File: config.mk
export PLATFORM = sky130hd
export DESIGN_NAME = csr_special_regs
export DESIGN_NICKNAME = d
export VERILOG_FILES = /design/src/hdl/csr_pkg.sv /design/src/hdl/csr_special_regs.sv
export VERILOG_INCLUDE_DIRS = /design/src /design/src/hdl
export SDC_FILE = /design/constraint.sdc
export NUM_CORES = 1
export LEC_CHECK = 0
export BUFFER_PORTS_ARGS = -buffer_cell sky130_fd_sc_hd__buf_2
export CAP_MARGIN = 0
export CELL_PAD_IN_SITES_DETAIL_PLACEMENT = 1
export CELL_PAD_IN_SITES_GLOBAL_PLACEMENT = 2
export CORE_MARGIN = 5
export CORE_UTILIZATION = 30
export CTS_BUF_LIST = sky130_fd_sc_hd__clkbuf_4 sky130_fd_sc_hd__clkbuf_8
export DETAILED_ROUTE_END_ITERATION = 8
export PLACE_DENSITY_LB_ADDON = 0.1
export SYNTH_ARGS = -nofsm -noshare
export SYNTH_HDL_FRONTEND = slang
export SYNTH_SLANG_ARGS = --single-unit
File: constraint.sdc
create_clock -name clk -period 4.13 [get_ports clk]
set_clock_uncertainty 0.15 [all_clocks]
set_input_delay 0.2065 -clock clk [delete_from_list [all_inputs] [get_ports clk]]
set_output_delay 0.2065 -clock clk [all_outputs]
set_load 0.02 [all_outputs]
File: src/hdl/csr_defs.svh
/*
 special register subset: offsets, field positions, reset values.
 assumes inclusion by bare name from the design; the package does not include it.
*/
`ifndef CSR_DEFS_SVH
`define CSR_DEFS_SVH
// register indices; byte address is four times the index
`define CSR_IDX_WBPC 8'h0c
`define CSR_IDX_XCFG 8'h0d
`define CSR_IDX_HINT 8'h0e
`define CSR_IDX_OPC 8'h80
`define CSR_IDX_OPA 8'h81
`define CSR_IDX_OPB 8'h82
`define CSR_IDX_MDX 8'h83
`define CSR_IDX_EXPC 8'h90
`define CSR_IDX_CTRL 8'h91
`define CSR_PC_LSB 2
`define CSR_PS_LSB 8
`define CSR_PS_MSB 9
`define CSR_TAG_MSB 7
`define CSR_HINT_LSB 1
`define CSR_HINT_MSB 6
`define CSR_PTR_LSB 2
`define CSR_PTR_MSB 9
`define CSR_FREEZE_BIT 0
`define CSR_RST_WORD 32'h0000_0000
`define CSR_XCFG_MASK 32'h0000_03ff
`define CSR_PTR_MASK 32'h0000_03fc
`define CSR_PC_MASK 32'hffff_fffc
`endif

File: src/hdl/csr_pkg.sv
/*
 types for the special register subset.
 assumes csr_defs.svh is on the include path.
*/
package csr_pkg;
    typedef enum logic [1:0] {
        CSR_PS_1K = 2'h0,
        CSR_PS_2K = 2'h1,
        CSR_PS_4K = 2'h2,
        CSR_PS_8K = 2'h3
    } csr_page_e;
    typedef enum logic [2:0] {
        CSR_IDLE = 3'h1,
        CSR_MUL = 3'h2,
        CSR_DIV = 3'h4
    } csr_md_e;
    typedef struct packed {
        logic [31:0] wbPc;
        logic [31:0] exPc;
        logic [9:0] xcfg;
        logic [5:0] hint;
        logic [7:0] ptrC;
        logic [7:0] ptrA;
        logic [7:0] ptrB;
        logic [31:0] mdx;
        logic freeze;
        logic [31:0] prdata;
        csr_md_e mdState;
        logic [1:0] pageSize;
    } csr_state_s;
endpackage : csr_pkg

File: src/hdl/csr_special_regs.sv
/*
 special register subset of a 32-bit processor: pipeline pc capture,
 translation config and replacement hint, indirect operand pointers,
 multiply/divide extension. apb slave for software access.
 assumes pipeline, mmu and mul/div unit drive the hardware strobes
 synchronously to clk.
*/
`timescale 1ns/100ps
`include "csr_defs.svh"
module csr_special_regs #(
    parameter int ADDR_W = 12
) (
    input wire logic clk,
    input wire logic arst_n,
    input wire logic psel,
    input wire logic penable,
    input wire logic pwrite,
    input wire logic [ADDR_W-1:0] paddr,
    input wire logic [31:0] pwdata,
    output logic [31:0] prdata,
    output logic pready,
    output logic pslverr,
    // pipeline capture
    input wire logic wbAdvance,
    input wire logic [31:0] wbInstrAddr,
    input wire logic exAdvance,
    input wire logic [31:0] exInstrAddr,
    input wire logic trapTaken,
    // translation
    input wire logic [7:0] entryOwnerTag,
    output logic tagMatch,
    output csr_pkg::csr_page_e pageSizeSelect,
    input wire logic tlbMiss,
    input wire logic protViolation,
    input wire logic [5:0] replacementIndex,
    // operand selection
    input wire logic [7:0] instrCSelect,
    input wire logic [7:0] instrASelect,
    input wire logic [7:0] instrBSelect,
    output logic [7:0] operandC,
    output logic [7:0] operandA,
    output logic [7:0] operandB,
    // multiply/divide unit; capture freeze flag
    input wire logic mdStart,
    input wire logic mdIsDivide,
    input wire logic [31:0] mdLoadValue,
    input wire logic mdDone,
    input wire logic [31:0] mdResultLow,
    output logic [31:0] muldivExtension,
    output logic mdBusy,
    output logic freezeCapture
);
    // the upper-bit check on paddr needs at least one bit above bit 9
    if (ADDR_W < 11) begin : g_bad_addr_w
        $error("ADDR_W too small for register map");
    end

    csr_pkg::csr_state_s stReg;
    csr_pkg::csr_state_s stNext;
    logic access;
    logic wrEn;
    logic mapped;
    logic [7:0] idx;

    function automatic logic [7:0] pick_reg(
        input logic [7:0] field,
        input logic [7:0] ptr
    );
        // absolute number, never offset by the stack pointer
        pick_reg = (field == 8'h00) ? ptr : field;
    endfunction : pick_reg

    function automatic logic [31:0] ptr_word(input logic [7:0] ptr);
        ptr_word = {22'h0, ptr, 2'h0};
    endfunction : ptr_word

    assign idx = paddr[9:2];
    assign access = psel && penable;
    assign wrEn = access && pwrite;
    assign pready = access;
    assign mapped = (paddr[1:0] == 2'h0)
        && (paddr[ADDR_W-1:10] == '0)
        && (idx == `CSR_IDX_WBPC || idx == `CSR_IDX_XCFG
            || idx == `CSR_IDX_HINT || idx == `CSR_IDX_OPC
            || idx == `CSR_IDX_OPA || idx == `CSR_IDX_OPB
            || idx == `CSR_IDX_MDX || idx == `CSR_IDX_EXPC
            || idx == `CSR_IDX_CTRL);
    // hint is read-only, so a write to it is refused too
    assign pslverr = access
        && (!mapped || (pwrite && idx == `CSR_IDX_HINT));

    always_comb begin
        stNext = stReg;
        // pipeline capture, write-back and execute stages
        if (wbAdvance && !stReg.freeze) begin
            // on a trap the last advance holds the write-back instruction
            stNext.wbPc = wbInstrAddr & `CSR_PC_MASK;
        end
        if (exAdvance && !stReg.freeze) begin
            stNext.exPc = exInstrAddr & `CSR_PC_MASK;
        end
        // miss and violation share the update path
        if (tlbMiss || protViolation) begin
            stNext.hint = replacementIndex;
        end
        unique case (stReg.mdState)
            csr_pkg::CSR_IDLE: begin
                if (mdStart) begin
                    stNext.mdx = mdLoadValue;
                    stNext.mdState = mdIsDivide ? csr_pkg::CSR_DIV
                                                : csr_pkg::CSR_MUL;
                end
            end
            csr_pkg::CSR_MUL: begin
                if (mdDone) begin
                    stNext.mdx = mdResultLow;
                    stNext.mdState = csr_pkg::CSR_IDLE;
                end
            end
            csr_pkg::CSR_DIV: begin
                if (mdDone) begin
                    stNext.mdx = mdResultLow;
                    stNext.mdState = csr_pkg::CSR_IDLE;
                end
            end
            default: begin
                stNext.mdState = csr_pkg::CSR_IDLE;
            end
        endcase
        // page size takes effect one cycle after the field is written
        stNext.pageSize = stReg.xcfg[`CSR_PS_MSB:`CSR_PS_LSB];
        // software writes win over hardware updates in the same cycle
        if (wrEn && mapped) begin
            unique case (idx)
                `CSR_IDX_WBPC: stNext.wbPc = pwdata & `CSR_PC_MASK;
                `CSR_IDX_EXPC: stNext.exPc = pwdata & `CSR_PC_MASK;
                `CSR_IDX_XCFG: stNext.xcfg = pwdata[9:0];
                `CSR_IDX_OPC:
                    stNext.ptrC = pwdata[`CSR_PTR_MSB:`CSR_PTR_LSB];
                `CSR_IDX_OPA:
                    stNext.ptrA = pwdata[`CSR_PTR_MSB:`CSR_PTR_LSB];
                `CSR_IDX_OPB:
                    stNext.ptrB = pwdata[`CSR_PTR_MSB:`CSR_PTR_LSB];
                `CSR_IDX_MDX: stNext.mdx = pwdata;
                `CSR_IDX_CTRL:
                    stNext.freeze = pwdata[`CSR_FREEZE_BIT];
                default: begin
                end
            endcase
        end
        stNext.prdata = stReg.prdata;
        // captured at the end of setup so the word stands while pready is
        // high; a hardware update in the access cycle shows on the next read
        if (psel && !penable && !pwrite) begin
            unique case (idx)
                `CSR_IDX_WBPC: stNext.prdata = stReg.wbPc;
                `CSR_IDX_EXPC: stNext.prdata = stReg.exPc;
                `CSR_IDX_XCFG: stNext.prdata = {22'h0, stReg.xcfg};
                `CSR_IDX_HINT:
                    stNext.prdata = {25'h0, stReg.hint, 1'b0};
                `CSR_IDX_OPC: stNext.prdata = ptr_word(stReg.ptrC);
                `CSR_IDX_OPA: stNext.prdata = ptr_word(stReg.ptrA);
                `CSR_IDX_OPB: stNext.prdata = ptr_word(stReg.ptrB);
                `CSR_IDX_MDX: stNext.prdata = stReg.mdx;
                `CSR_IDX_CTRL: stNext.prdata = {31'h0, stReg.freeze};
                default: stNext.prdata = `CSR_RST_WORD;
            endcase
        end
    end

    always_ff @(posedge clk or negedge arst_n) begin
        if (!arst_n) begin
            stReg <= '{wbPc: `CSR_RST_WORD, exPc: `CSR_RST_WORD,
                       xcfg: 10'h000, hint: 6'h00, ptrC: 8'h00,
                       ptrA: 8'h00, ptrB: 8'h00, mdx: `CSR_RST_WORD,
                       freeze: 1'b0, prdata: `CSR_RST_WORD,
                       mdState: csr_pkg::CSR_IDLE, pageSize: 2'h0};
        end else begin
            stReg <= stNext;
        end
    end

    // read word is a flop loaded in setup, valid through the access cycle
    assign prdata = stReg.prdata;
    // tag compare is combinational against the live entry
    assign tagMatch =
        (entryOwnerTag == stReg.xcfg[`CSR_TAG_MSB:0]);
    assign pageSizeSelect = csr_pkg::csr_page_e'(stReg.pageSize);
    assign operandC = pick_reg(instrCSelect, stReg.ptrC);
    assign operandA = pick_reg(instrASelect, stReg.ptrA);
    assign operandB = pick_reg(instrBSelect, stReg.ptrB);
    assign muldivExtension = stReg.mdx;
    assign mdBusy = (stReg.mdState != csr_pkg::CSR_IDLE);
    assign freezeCapture = stReg.freeze;
    logic unusedTrap;
    assign unusedTrap = trapTaken;
endmodule : csr_special_regs

* Word level (Yosys, flattened, before mapping)
Cells that the tools add are included.
** Word-level totals
- Register bits after elaboration :: 174
- Output and inout bits :: 95
- Input bits :: 223
- Logic and storage cells :: 85
** Operators by class
- Reductions and logical operators :: 37
- Mux-type cells :: 20
- Equality and inequality tests :: 16
** Operators with widths (number)
- $pmux 32 s9 :: 1
- $mux 32 :: 7
- $mux 74 :: 1
- $pmux 32 s2 :: 1
- $eq 8x8->1 const B :: 6
- $mux 33 :: 1
- $eq 8x4->1 const B :: 3
- $logic_not 8->1 :: 3
- $mux 8 :: 3
- $reduce_and 2->1 :: 6
- $logic_and 1x1->1 :: 11
- $logic_or 1x1->1 :: 10
- $mux 10 :: 1
- $mux 3 :: 3
- $eq 8x8->1 :: 1
- $pmux 3 s2 :: 1
- $logic_not 1->1 :: 4
- $logic_not 2->1 :: 2
- $eq 3x1->1 const B :: 1
- $eq 3x2->1 const B :: 1
- $eq 3x3->1 const B :: 1
- $ne 3x1->1 const B :: 1
- $ne 2x1->1 const B :: 1
- $ne 2x2->1 const B :: 1
- other kinds (2) :: 2

* Depth between registers and ports, before layout
Gate-level depths: netlist of run 1.
- Depth in word-level cells :: 13
- Depth in mapped cells :: 8

* Worst setup path before layout of run 1
OpenSTA, ideal clock, no wires.
- Path type :: reg-to-reg
- Start :: reg stReg, in the netlist freezeCapture
- End :: reg stReg[114] (netlist bit)
- Data required time :: 3.852 ns
- Cell stages (with the launch flop) :: 6
- Path slack :: 2.096 ns
- Data arrival time :: 1.757 ns
- Cells stage by stage :: dfrtp_1 > nor2b_1 > clkbuf_1 > buf_1 > mux2_2 > mux2_1
** RTL lines
- from (decl) :: RTL line csr_special_regs.sv:58 : csr_pkg::csr_state_s stReg;
- from (signal assigned) :: RTL line csr_special_regs.sv:173 : stReg <= '{wbPc: `CSR_RST_WORD, exPc: `CSR_RST_WORD,
- from (signal assigned) :: RTL line csr_special_regs.sv:179 : stReg <= stNext;

==> flow_summary.yaml, run 1 <==
synthesis:
  synth-async-reset-ratio: 1.00
  syn-cell-area_mm2: 0.00987
  synth_nets: 1106
  synth.largest_area_cell: "dfrtp_1"
  synth_flop_cell: "dfrtp_1"
  ys_ff_latch: 174
  ys_seq_area_frac: 0.441
  yosys-top-cells-area: "dfrtp_1 (44%), mux2_2 (12%), mux2_1 (5.5%), buf_4 (5.4%), a22oi_1 (4.4%)"
  ys_types: 66
  synth_area_per_cell_um2: 11.2
  synth_edf_count: 0
  ys_warn_count: 0
  yosysTopAreaCellShare: 0.439
  syn-instance-count: 883
floorplan:
  die_area_mm2: 0.0366
  ios: 318
  start_util: 0.303
  die_y_um: 191
  die_w_um: 191
  core-area_mm2: 0.0325
  rows: 66
setup_path:
  cp_max_fo: 22
  crit_arrival_ps: 3280
  crit_path_end_kind: "flip-flop"
  cp-start-kind: "flip-flop"
  crit_required_ps: 4330
  worstSetupPathType: "reg -> reg"
cells_and_area:
  final_cell_mix: "buf_2 (311), dlygate4sd3_1 (175), dfrtp_1 (173)"
  fin_nets: 1499
  final_common_cell: "buf_2"
  drive_gt1_frac: 0.400
  final_cell_area_mm2: 0.0136
  syn2layout_area_growth_pct: 37.6
sta:
  fin_ws_ps: 1050
  fin_crit_sh: 0.745
  setup_violations: 0
  timing.fmax_ghz: 0.325
  rsz0062_at_grt: "false"
  finalHoldViolations: 0
  maxSlewViolCount: 0
  timing.slew.headroom: 0.301
  tns_ps: 0
  worst_slew_pin_slew_ps: 1050
  post-route-min-period_ps: 3080
  holdWs_ps: 6.14
clocking:
  cts.reportedPaths.clkPinSlew_ps: 100
  htree_levels: 4
  clock_path_buffers: 2
  insertion_delay_ps: 480
  hold_buffers: 175
  tritoncts: "built"
  cts_setup_buffers: 0
  cts_buffers: 17
  root_buffer: "clkbuf_8"
  clkSinkCount: 174
  post_cts_resize_count: 0
global_routing:
  grt_pass1_vias: 9778
  grt.total_usage: 0.218
  overflow: 0
  grt_pass1_wl_mm: 60.5
  antenna_found_initial: 4
  grt_start_max_net_pins: 90
drt:
  antenna_left: 0
  post_drt_wl_per_cell_um: 23.1
  first_pass_iters: 6
  first_iter_violations: 445
  dr_total_vias: 8703
  drc: 0
  drt-total-wl_mm: 40.0
  viasPerCell: 5.02
power_and_ir_drop:
  power_mw: 4.98
  powerDensity_mw_per_mm2: 366
  leakage_nw: 6.30
  peakVddDrop_mv: 0.181
place:
  hpwl_mm: 27.0
  place.gp.congestion: 0.743
  preCtsSetupSlack_ps: 1470
  portBuffers: 312
  place_area_mm2: 0.0114
flow_run:
  cap_violations: 0
run_status:
  status: "finished clean"
hold_path:
  hold_path.class: "in -> reg"
## final timing paths
check	from	to	slack, ps	cells after the start
max	freezeCapture	stReg[121]	1050	5
min	mdResultLow[1]	muldivExtension[1]	6	3
max reg2reg	freezeCapture	stReg[121]	1050	5
min reg2reg	stNext[1]	pageSizeSelect[1]	280	0
max in group asynchronous	arst_n	stReg[170]	2550	3
min in group asynchronous	arst_n	stReg[99]	190	2
## logic make-up (layout without fill, tap and decap cells)
family / Yosys count / after routing / share of synthesized area
mux: 183 / 183 / 0.218
flops: 174 / 174 / 0.441
compound gates: 177 / 177 / 0.132
simple gates: 180 / 180 / 0.109
xor+xnor: 9 / 9 / 0.00799
other cells: 0 / 1 / 0
buf+inv: 160 / 566 / 0.0915
## registers in the layout, summed over array words and instances, names as in the netlist
| name | count |
|---|---|
| muldivExtension | 32 |
| pageSizeSelect | 2 |
| freezeCapture | 1 |
| prdata | 32 |
| stReg | 105 |
| stNext | 2 |
## metrics by stage
| step | util | std cells |
|---|---|---|
| after floorplan | - | 883 |
| after global placement | 0.350 | 1524 |
| after detailed placement | 0.350 | 1524 |
| after CTS | 0.417 | 1731 |
| after global routing | 0.418 | 1732 |
| final | 0.418 | 1732 |
## metal layers
layer,vias to the layer above,share of wire,wire [µm],track usage
li1,3997,-,-,-
met1,4440,0.44,17400,0.280
met2,219,0.50,20000,0.380
met3,41,0.045,1800,0.0413
met4,6,0.017,665,0.0489
met5,-,0.0012,46,0
## final cells by class
type / instances / area (µm²)
fill: 3735 / 19000
multi-input combinational: 549 / 4670
sequential: 174 / 4360
timing repair buffer: 507 / 3470
tap: 442 / 553
clock buffer: 19 / 262
clock inverter: 13 / 174
inverter: 27 / 101
antenna: 1 / 2.50
## report_power, final
| part | total [mW] | leakage [nW] | switching (mW) | internal (mW) |
|---|---|---|---|---|
| clock | 1.36 | 0.216 | 0.719 | 0.645 |
| sequential | 2.14 | 2.21 | 0.202 | 1.94 |
| combinational | 1.47 | 3.87 | 0.801 | 0.670 |
## worst max-delay path, stage by stage, from the launching register on
cell and delay (ps):
dfrtp_1 490, nor2b_4 710, buf_4 370, mux2_2 360
mux2_1 290, dlygate4sd3_1 560
## synth_stat cells, drive strengths merged (5+ instances only)
master / count
mux2i: 10
nand3b: 8
nor2: 18
buf: 97
nand3: 40
nand2: 29
a21oi: 10
and3b: 5
o221ai: 22
clkbuf: 36
or4: 6
a22oi: 58
nor2b: 6
a21o: 23
dfrtp: 173
nor3: 36
mux2: 170
xnor2: 9
inv: 27
a31oi: 36
No activity file was read; power rests on OpenSTA's default activity.
==> run 2, diff against run 1 <==
--- a/config.mk
+++ b/config.mk
@@ -6,12 +6,13 @@
 export SDC_FILE = /design/constraint.sdc
 export NUM_CORES = 1
 export LEC_CHECK = 0
+export ABC_AREA = 1
 export BUFFER_PORTS_ARGS = -buffer_cell sky130_fd_sc_hd__buf_2
 export CAP_MARGIN = 0
 export CELL_PAD_IN_SITES_DETAIL_PLACEMENT = 1
 export CELL_PAD_IN_SITES_GLOBAL_PLACEMENT = 2
 export CORE_MARGIN = 5
-export CORE_UTILIZATION = 30
+export CORE_UTILIZATION = 29
 export CTS_BUF_LIST = sky130_fd_sc_hd__clkbuf_4 sky130_fd_sc_hd__clkbuf_8
 export DETAILED_ROUTE_END_ITERATION = 8
 export PLACE_DENSITY_LB_ADDON = 0.1
==> constraint.sdc (replaced) <==
create_clock -name clk -period 3.2 [get_ports clk]
set_clock_uncertainty 0.15 [all_clocks]
set_input_delay 0.16 -clock clk [delete_from_list [all_inputs] [get_ports clk]]
set_output_delay 0.16 -clock clk [all_outputs]
set_load 0.02 [all_outputs]
==> flow_summary.yaml, run 2 <==
drt:
  first_iter_violations: 579
  dr_total_vias: 12900
  viasPerCell: 4.85
  post_drt_wl_per_cell_um: 19.5
  drc: 0
  first_pass_iters: 5
  antenna_left: 0
  drt-total-wl_mm: 51.9
clocking:
  clkSinkCount: 174
  post_cts_resize_count: 0
  cts_setup_buffers: 0
  htree_levels: 4
  hold_buffers: 195
  clock_path_buffers: 2
  insertion_delay_ps: 500
  cts.reportedPaths.clkPinSlew_ps: 100
  tritoncts: "built"
  cts_buffers: 17
  root_buffer: "clkbuf_8"
hold_path:
  holdPathStages: 7
  holdCritStartpoint: "mdResultLow[5]"
  min_to: "muldivExtension[5]"
  hold_path.class: "in -> reg"
synthesis:
  yosys-top-cells-area: "dfrtp_1 (37%), nand2_1 (22%), o21ai_0 (8.4%), buf_4 (4.5%), inv_1 (4.5%)"
  synth_flop_cell: "dfrtp_1"
  synth-async-reset-ratio: 1.00
  syn-cell-area_mm2: 0.0116
  yosysMostFrequentCell: "nand2_1"
  ys_types: 30
  ys_warn_count: 0
  yosysTopAreaCellShare: 0.375
  syn-instance-count: 1733
  ys_top_cells_by_count: "nand2_1 (667), o21ai_0 (194), dfrtp_1 (173)"
  synth.largest_area_cell: "dfrtp_1"
  synth_edf_count: 0
  ys_seq_area_frac: 0.377
  ys_ff_latch: 174
  synth_nets: 1956
  synth_area_per_cell_um2: 6.67
sta:
  timing.slew.headroom: 0.252
  finalHoldViolations: 0
  timing.fmax_ghz: 0.336
  worst_slew_pin_slew_ps: 1120
  post-route-min-period_ps: 2970
  rsz0062_at_grt: "false"
  tns_ps: 0
  maxSlewViolCount: 0
  setup_violations: 0
  holdWs_ps: 66.4
  fin_crit_sh: 0.929
floorplan:
  die_y_um: 210
  rows: 73
  die_area_mm2: 0.0439
  die_w_um: 210
  ios: 318
  core-area_mm2: 0.0395
  start_util: 0.292
run_status:
  status: "finished clean"
setup_path:
  r2r-start: "stReg[4]"
  reg2reg_slack_ps: 380
  worstReg2RegEnd: "muldivExtension[15]"
  crit_slowest_cell: "dlygate4sd3_1"
  crit_buf_inv: 6
  cp_max_fo: 42
  reg2reg_depth: 11
  crit_path_frequent_cell: "nand2_1"
  crit_path_end_kind: "flip-flop"
  worstPathCellList: "dlygate4sd3_1 -> buf_2 -> inv_2 -> nand2_1 -> nor2_1 -> nand2_2 -> nand2_1 -> nor2_1 -> nand2_2 -> nand3_4 -> clkinv_2 -> buf_12 -> nand2_1 -> nand2_1 -> dlygate4sd3_1"
  cp-start-kind: "input port"
  crit_arrival_ps: 3200
  cp_top_family: "buffers and inverters"
  crit_required_ps: 3430
  slowest_delay_ps: 550
  worstSetupPathType: "in -> reg"
cells_and_area:
  fin_util: 0.394
  fillCellCount: 5040
  top_register: "stReg"
  final_common_cell: "nand2_1"
  syn2layout_area_growth_pct: 34.8
  drive_gt1_frac: 0.201
  largest_register_ffs: 105
  final_cell_mix: "nand2_1 (660), buf_2 (311), dlygate4sd3_1 (195)"
  fin_nets: 2343
power_and_ir_drop:
  peakVddDrop_mv: 0.333
  leakage_nw: 8.15
  powerDensity_mw_per_mm2: 532
place:
  hpwl_mm: 35.5
  place.gp.congestion: 0.844
  portBuffers: 312
global_routing:
  antenna_found_initial: 3
  grt_pass1_wl_mm: 79.9
  grt.total_usage: 0.232
  overflow: 0
  grt_pass1_vias: 13900
  grt_start_max_net_pins: 69
flow_run:
  cap_violations: 0
==> run 2: changes by cell type in the layout (fill, tap and decap cells not counted), sizes merged, moves of 23 or more <==
cell	before	now
nand2	29	672
o21ai	3	194
mux2	170	30
inv	33	147
nor2	18	82
a22oi	58	0
a21oi	10	62
nand3	40	83
nand4	4	43
a31oi	36	0
o22ai	0	36
nor3	36	4
a21o	23	0
==> run 2: metrics by stage <==
stage	setup slack, ps	std cells	area (µm²)	total power, mW
finish	226	2658	15600	8.28
global route	30.1	2658	15600	8.90
detailed placement	752	2431	13200	5.83
global placement	785	2431	13200	5.72
CTS	247	2656	15600	8.33
floorplan	1320	1733	11600	4.91
==> run 2: report_power, final <==
part           internal (mW)  switching [mW]
registers               2.50           0.203
clock network          0.940           0.887
logic                   1.54            2.21
total                   4.98            3.30
==> run 2: cells by family after synthesis <==
group / share of synthesized area
buffers and inverters: 0.128
flip-flops: 0.377
XOR/XNOR: 0.00607
multiplexers: 0.0310
AND/OR/NAND/NOR: 0.313
AO/OA/AOI/OAI: 0.144
==> run 2: how the worst max path moves through the flow <==
stage,from,cells after the start,end,slack [ps]
after CTS,paddr[2],15,stReg[157],250
after global routing,paddr[2],15,stReg[157],30
after floorplan,freezeCapture,8,stReg[169],1320
after detailed placement,paddr[8],13,stReg[160],750
final,paddr[2],15,muldivExtension[15],230
after global placement,paddr[8],13,stReg[169],790
==> run 2: worst register-to-register path: stages (launching register included) <==
cell,delay (ps)
dfrtp_1,400
nor2_1,80
nand2_2,60
clkinv_1,450
buf_4,460
nand2_1,130
nand3_1,110
nand2_1,70
o21ai_0,90
nand2_1,110
nand2_1,60
dlygate4sd3_1,550
==> run 2: cell type report <==
class / count / area [µm²] / share of cell area
clock inverters: 6 / 133 / 0.00852
well taps: 525 / 657 / 0.0422
multi-input cells: 1243 / 5740 / 0.369
flip-flops and latches: 174 / 4360 / 0.280
clock buffers: 24 / 305 / 0.0196
diodes: 2 / 5.00 / 0.000321
inverters: 151 / 568 / 0.0365
repair buffers: 533 / 3800 / 0.244
==> run 2: metal layers <==
| layer | vias to the layer above | wire (µm) | global-route usage |
|---|---|---|---|
| met3 | 47 | 2200 | 0.0401 |
| met4 | 2 | 1080 | 0.0592 |
| met2 | 278 | 25300 | 0.404 |
| li1 | 6250 | - | - |
| met1 | 6322 | 23400 | 0.300 |
| met5 | - | 7 | 0 |
==> run 3, diff against run 2 <==
--- a/config.mk
+++ b/config.mk
@@ -6,14 +6,14 @@
 export SDC_FILE = /design/constraint.sdc
 export NUM_CORES = 1
 export LEC_CHECK = 0
-export ABC_AREA = 1
 export BUFFER_PORTS_ARGS = -buffer_cell sky130_fd_sc_hd__buf_2
 export CAP_MARGIN = 0
 export CELL_PAD_IN_SITES_DETAIL_PLACEMENT = 1
 export CELL_PAD_IN_SITES_GLOBAL_PLACEMENT = 2
 export CORE_MARGIN = 5
-export CORE_UTILIZATION = 29
-export CTS_BUF_LIST = sky130_fd_sc_hd__clkbuf_4 sky130_fd_sc_hd__clkbuf_8
+export CORE_UTILIZATION = 30
+export CTS_BUF_LIST = sky130_fd_sc_hd__clkbuf_4
+export CTS_CLUSTER_DIAMETER = 200
 export DETAILED_ROUTE_END_ITERATION = 8
 export PLACE_DENSITY_LB_ADDON = 0.1
 export SYNTH_ARGS = -nofsm -noshare
==> flow_summary.yaml, run 3 (synthesized netlist as in run 1, its figures left out) <==
cells_and_area:
  fillCellCount: 3692
  final_cell_mix: "buf_2 (311), dlygate4sd3_1 (208), dfrtp_1 (173)"
  largest_register_ffs: 105
  final_common_cell: "buf_2"
  regArea_mm2: 0.00436
  syn2layout_area_growth_pct: 41.0
  multi_input_comb_area_mm2: 0.00467
  fin_util: 0.428
  top_register: "stReg"
  drive_gt1_frac: 0.392
  fin_nets: 1537
hold_path:
  hold_path.class: "in -> async"
power_and_ir_drop:
  powerDensity_mw_per_mm2: 458
  peakVddDrop_mv: 0.267
  p_int_mw: 4.18
  swShare: 0.344
  combPwrFrac: 0.316
  p_sw_mw: 2.19
  share_seq_of_total_power: 0.433
  clockPowerShare: 0.251
  leakage_nw: 6.46
sta:
  fin_crit_sh: 0.943
  timing.slew.headroom: 0.408
  setup_violations: 0
  finalHoldViolations: 0
  timing.fmax_ghz: 0.331
  tns_ps: 0
  post-route-min-period_ps: 3020
  rsz0062_at_grt: "false"
  maxSlewViolCount: 0
  worst_slew_pin_slew_ps: 886
clocking:
  tritoncts: "built"
  root_buffer: "clkbuf_4"
  insertion_delay_ps: 570
  htree_levels: 4
  cts.reportedPaths.clkPinSlew_ps: 160
  cts_buffers: 17
  clkSinkCount: 174
  post_cts_resize_count: 0
  clock_path_buffers: 2
drt:
  antenna_left: 0
  drc: 0
  viasPerCell: 5.01
  first_pass_iters: 5
  dr_total_vias: 8872
  drt-total-wl_mm: 39.5
  post_drt_wl_per_cell_um: 22.3
  first_iter_violations: 347
setup_path:
  cp-start-kind: "input port"
  worstSetupPathType: "in -> reg"
  crit_arrival_ps: 3310
  crit_path_end_kind: "flip-flop"
  cp_max_fo: 36
  crit_required_ps: 3500
floorplan:
  die_y_um: 191
  ios: 318
  start_util: 0.303
  rows: 66
  core-area_mm2: 0.0325
  die_w_um: 191
  die_area_mm2: 0.0366
place:
  hpwl_mm: 27.1
  place.gp.congestion: 0.751
  portBuffers: 312
global_routing:
  overflow: 0
  met1_usage: 0.265
  grt_pass1_vias: 9718
  antenna_found_initial: 3
  grt_pass1_wl_mm: 59.6
  grtUsageMet3: 0.0422
  busiest_layer: "met2"
  grt.total_usage: 0.213
  use_met2: 0.384
  grt_start_max_net_pins: 71
run_status:
  status: "finished clean"
flow_run:
  cap_violations: 0
==> run 3: repair_timing <==
| item | in CTS | in global routing |
|---|---|---|
| setup buffers | 0 | 2 |
| endpoints found under the setup margin | 0 | 6 |
| hold endpoints to repair | 294 | 0 |
| hold buffers | 208 | 0 |
==> run 3: cell type report <==
type	count	area share
flip-flops and latches	174	0.313
multi-input cells	549	0.335
inverters	27	0.00728
diodes	1	0.000180
clock inverters	15	0.0163
well taps	442	0.0397
repair buffers	545	0.279
clock buffers	17	0.00917
==> run 3: metal layers <==
layer,up-vias,share of wire
met5,-,0.00035
met1,4521,0.42
li1,4090,-
met4,4,0.011
met2,228,0.52
met3,29,0.052
==> run 3: power groups by stage <==
stage               logic [mW]  clock network, mW  registers, mW
finish                    2.01               1.60           2.76
floorplan                 1.27                  0           2.70
global route              2.19               1.74           2.80
detailed placement        1.69                  0           2.80
CTS                       2.03               1.65           2.76
global placement          1.66                  0           2.80
==> run 3: stage by stage <==
step / setup WS, ps / instances / cell area (µm²) / total power, mW / hold slack, ps
finish: 183 / 1770 / 13900 / 6.37 / 46.4
global route: 122 / 1770 / 13900 / 6.73 / 15.8
CTS: 50.4 / 1767 / 13900 / 6.44 / 2.32
detailed placement: 666 / 1527 / 11500 / 4.49 / 76.6
global placement: 706 / 1527 / 11500 / 4.46 / 83.8
floorplan: 1170 / 883 / 9870 / 3.97 / -286
==> run 3: path summary, 6_finish.rpt <==
kind                                 from                  end  slack, ps  cells past startpoint
worst min register to register  stNext[1]    pageSizeSelect[1]        290                      0
min in group clk                     psel            prdata[6]         60                      5
worst max register to register   stReg[3]   muldivExtension[9]        320                      7
worst max-delay path              penable           stReg[138]        180                     10
worst min-delay path               arst_n           prdata[29]         50                      2
max in group asynchronous          arst_n  muldivExtension[27]       1980                      3
==> run 3: worst max-delay path, cell delays in order <==
cell and delay, ps:
dlygate4sd3_1 540, buf_2 130, nand2_1 80, inv_1 70
nand3_2 140, buf_4 490, nand3b_2 220, buf_4 490
mux2_1 390, dlygate4sd3_1 570
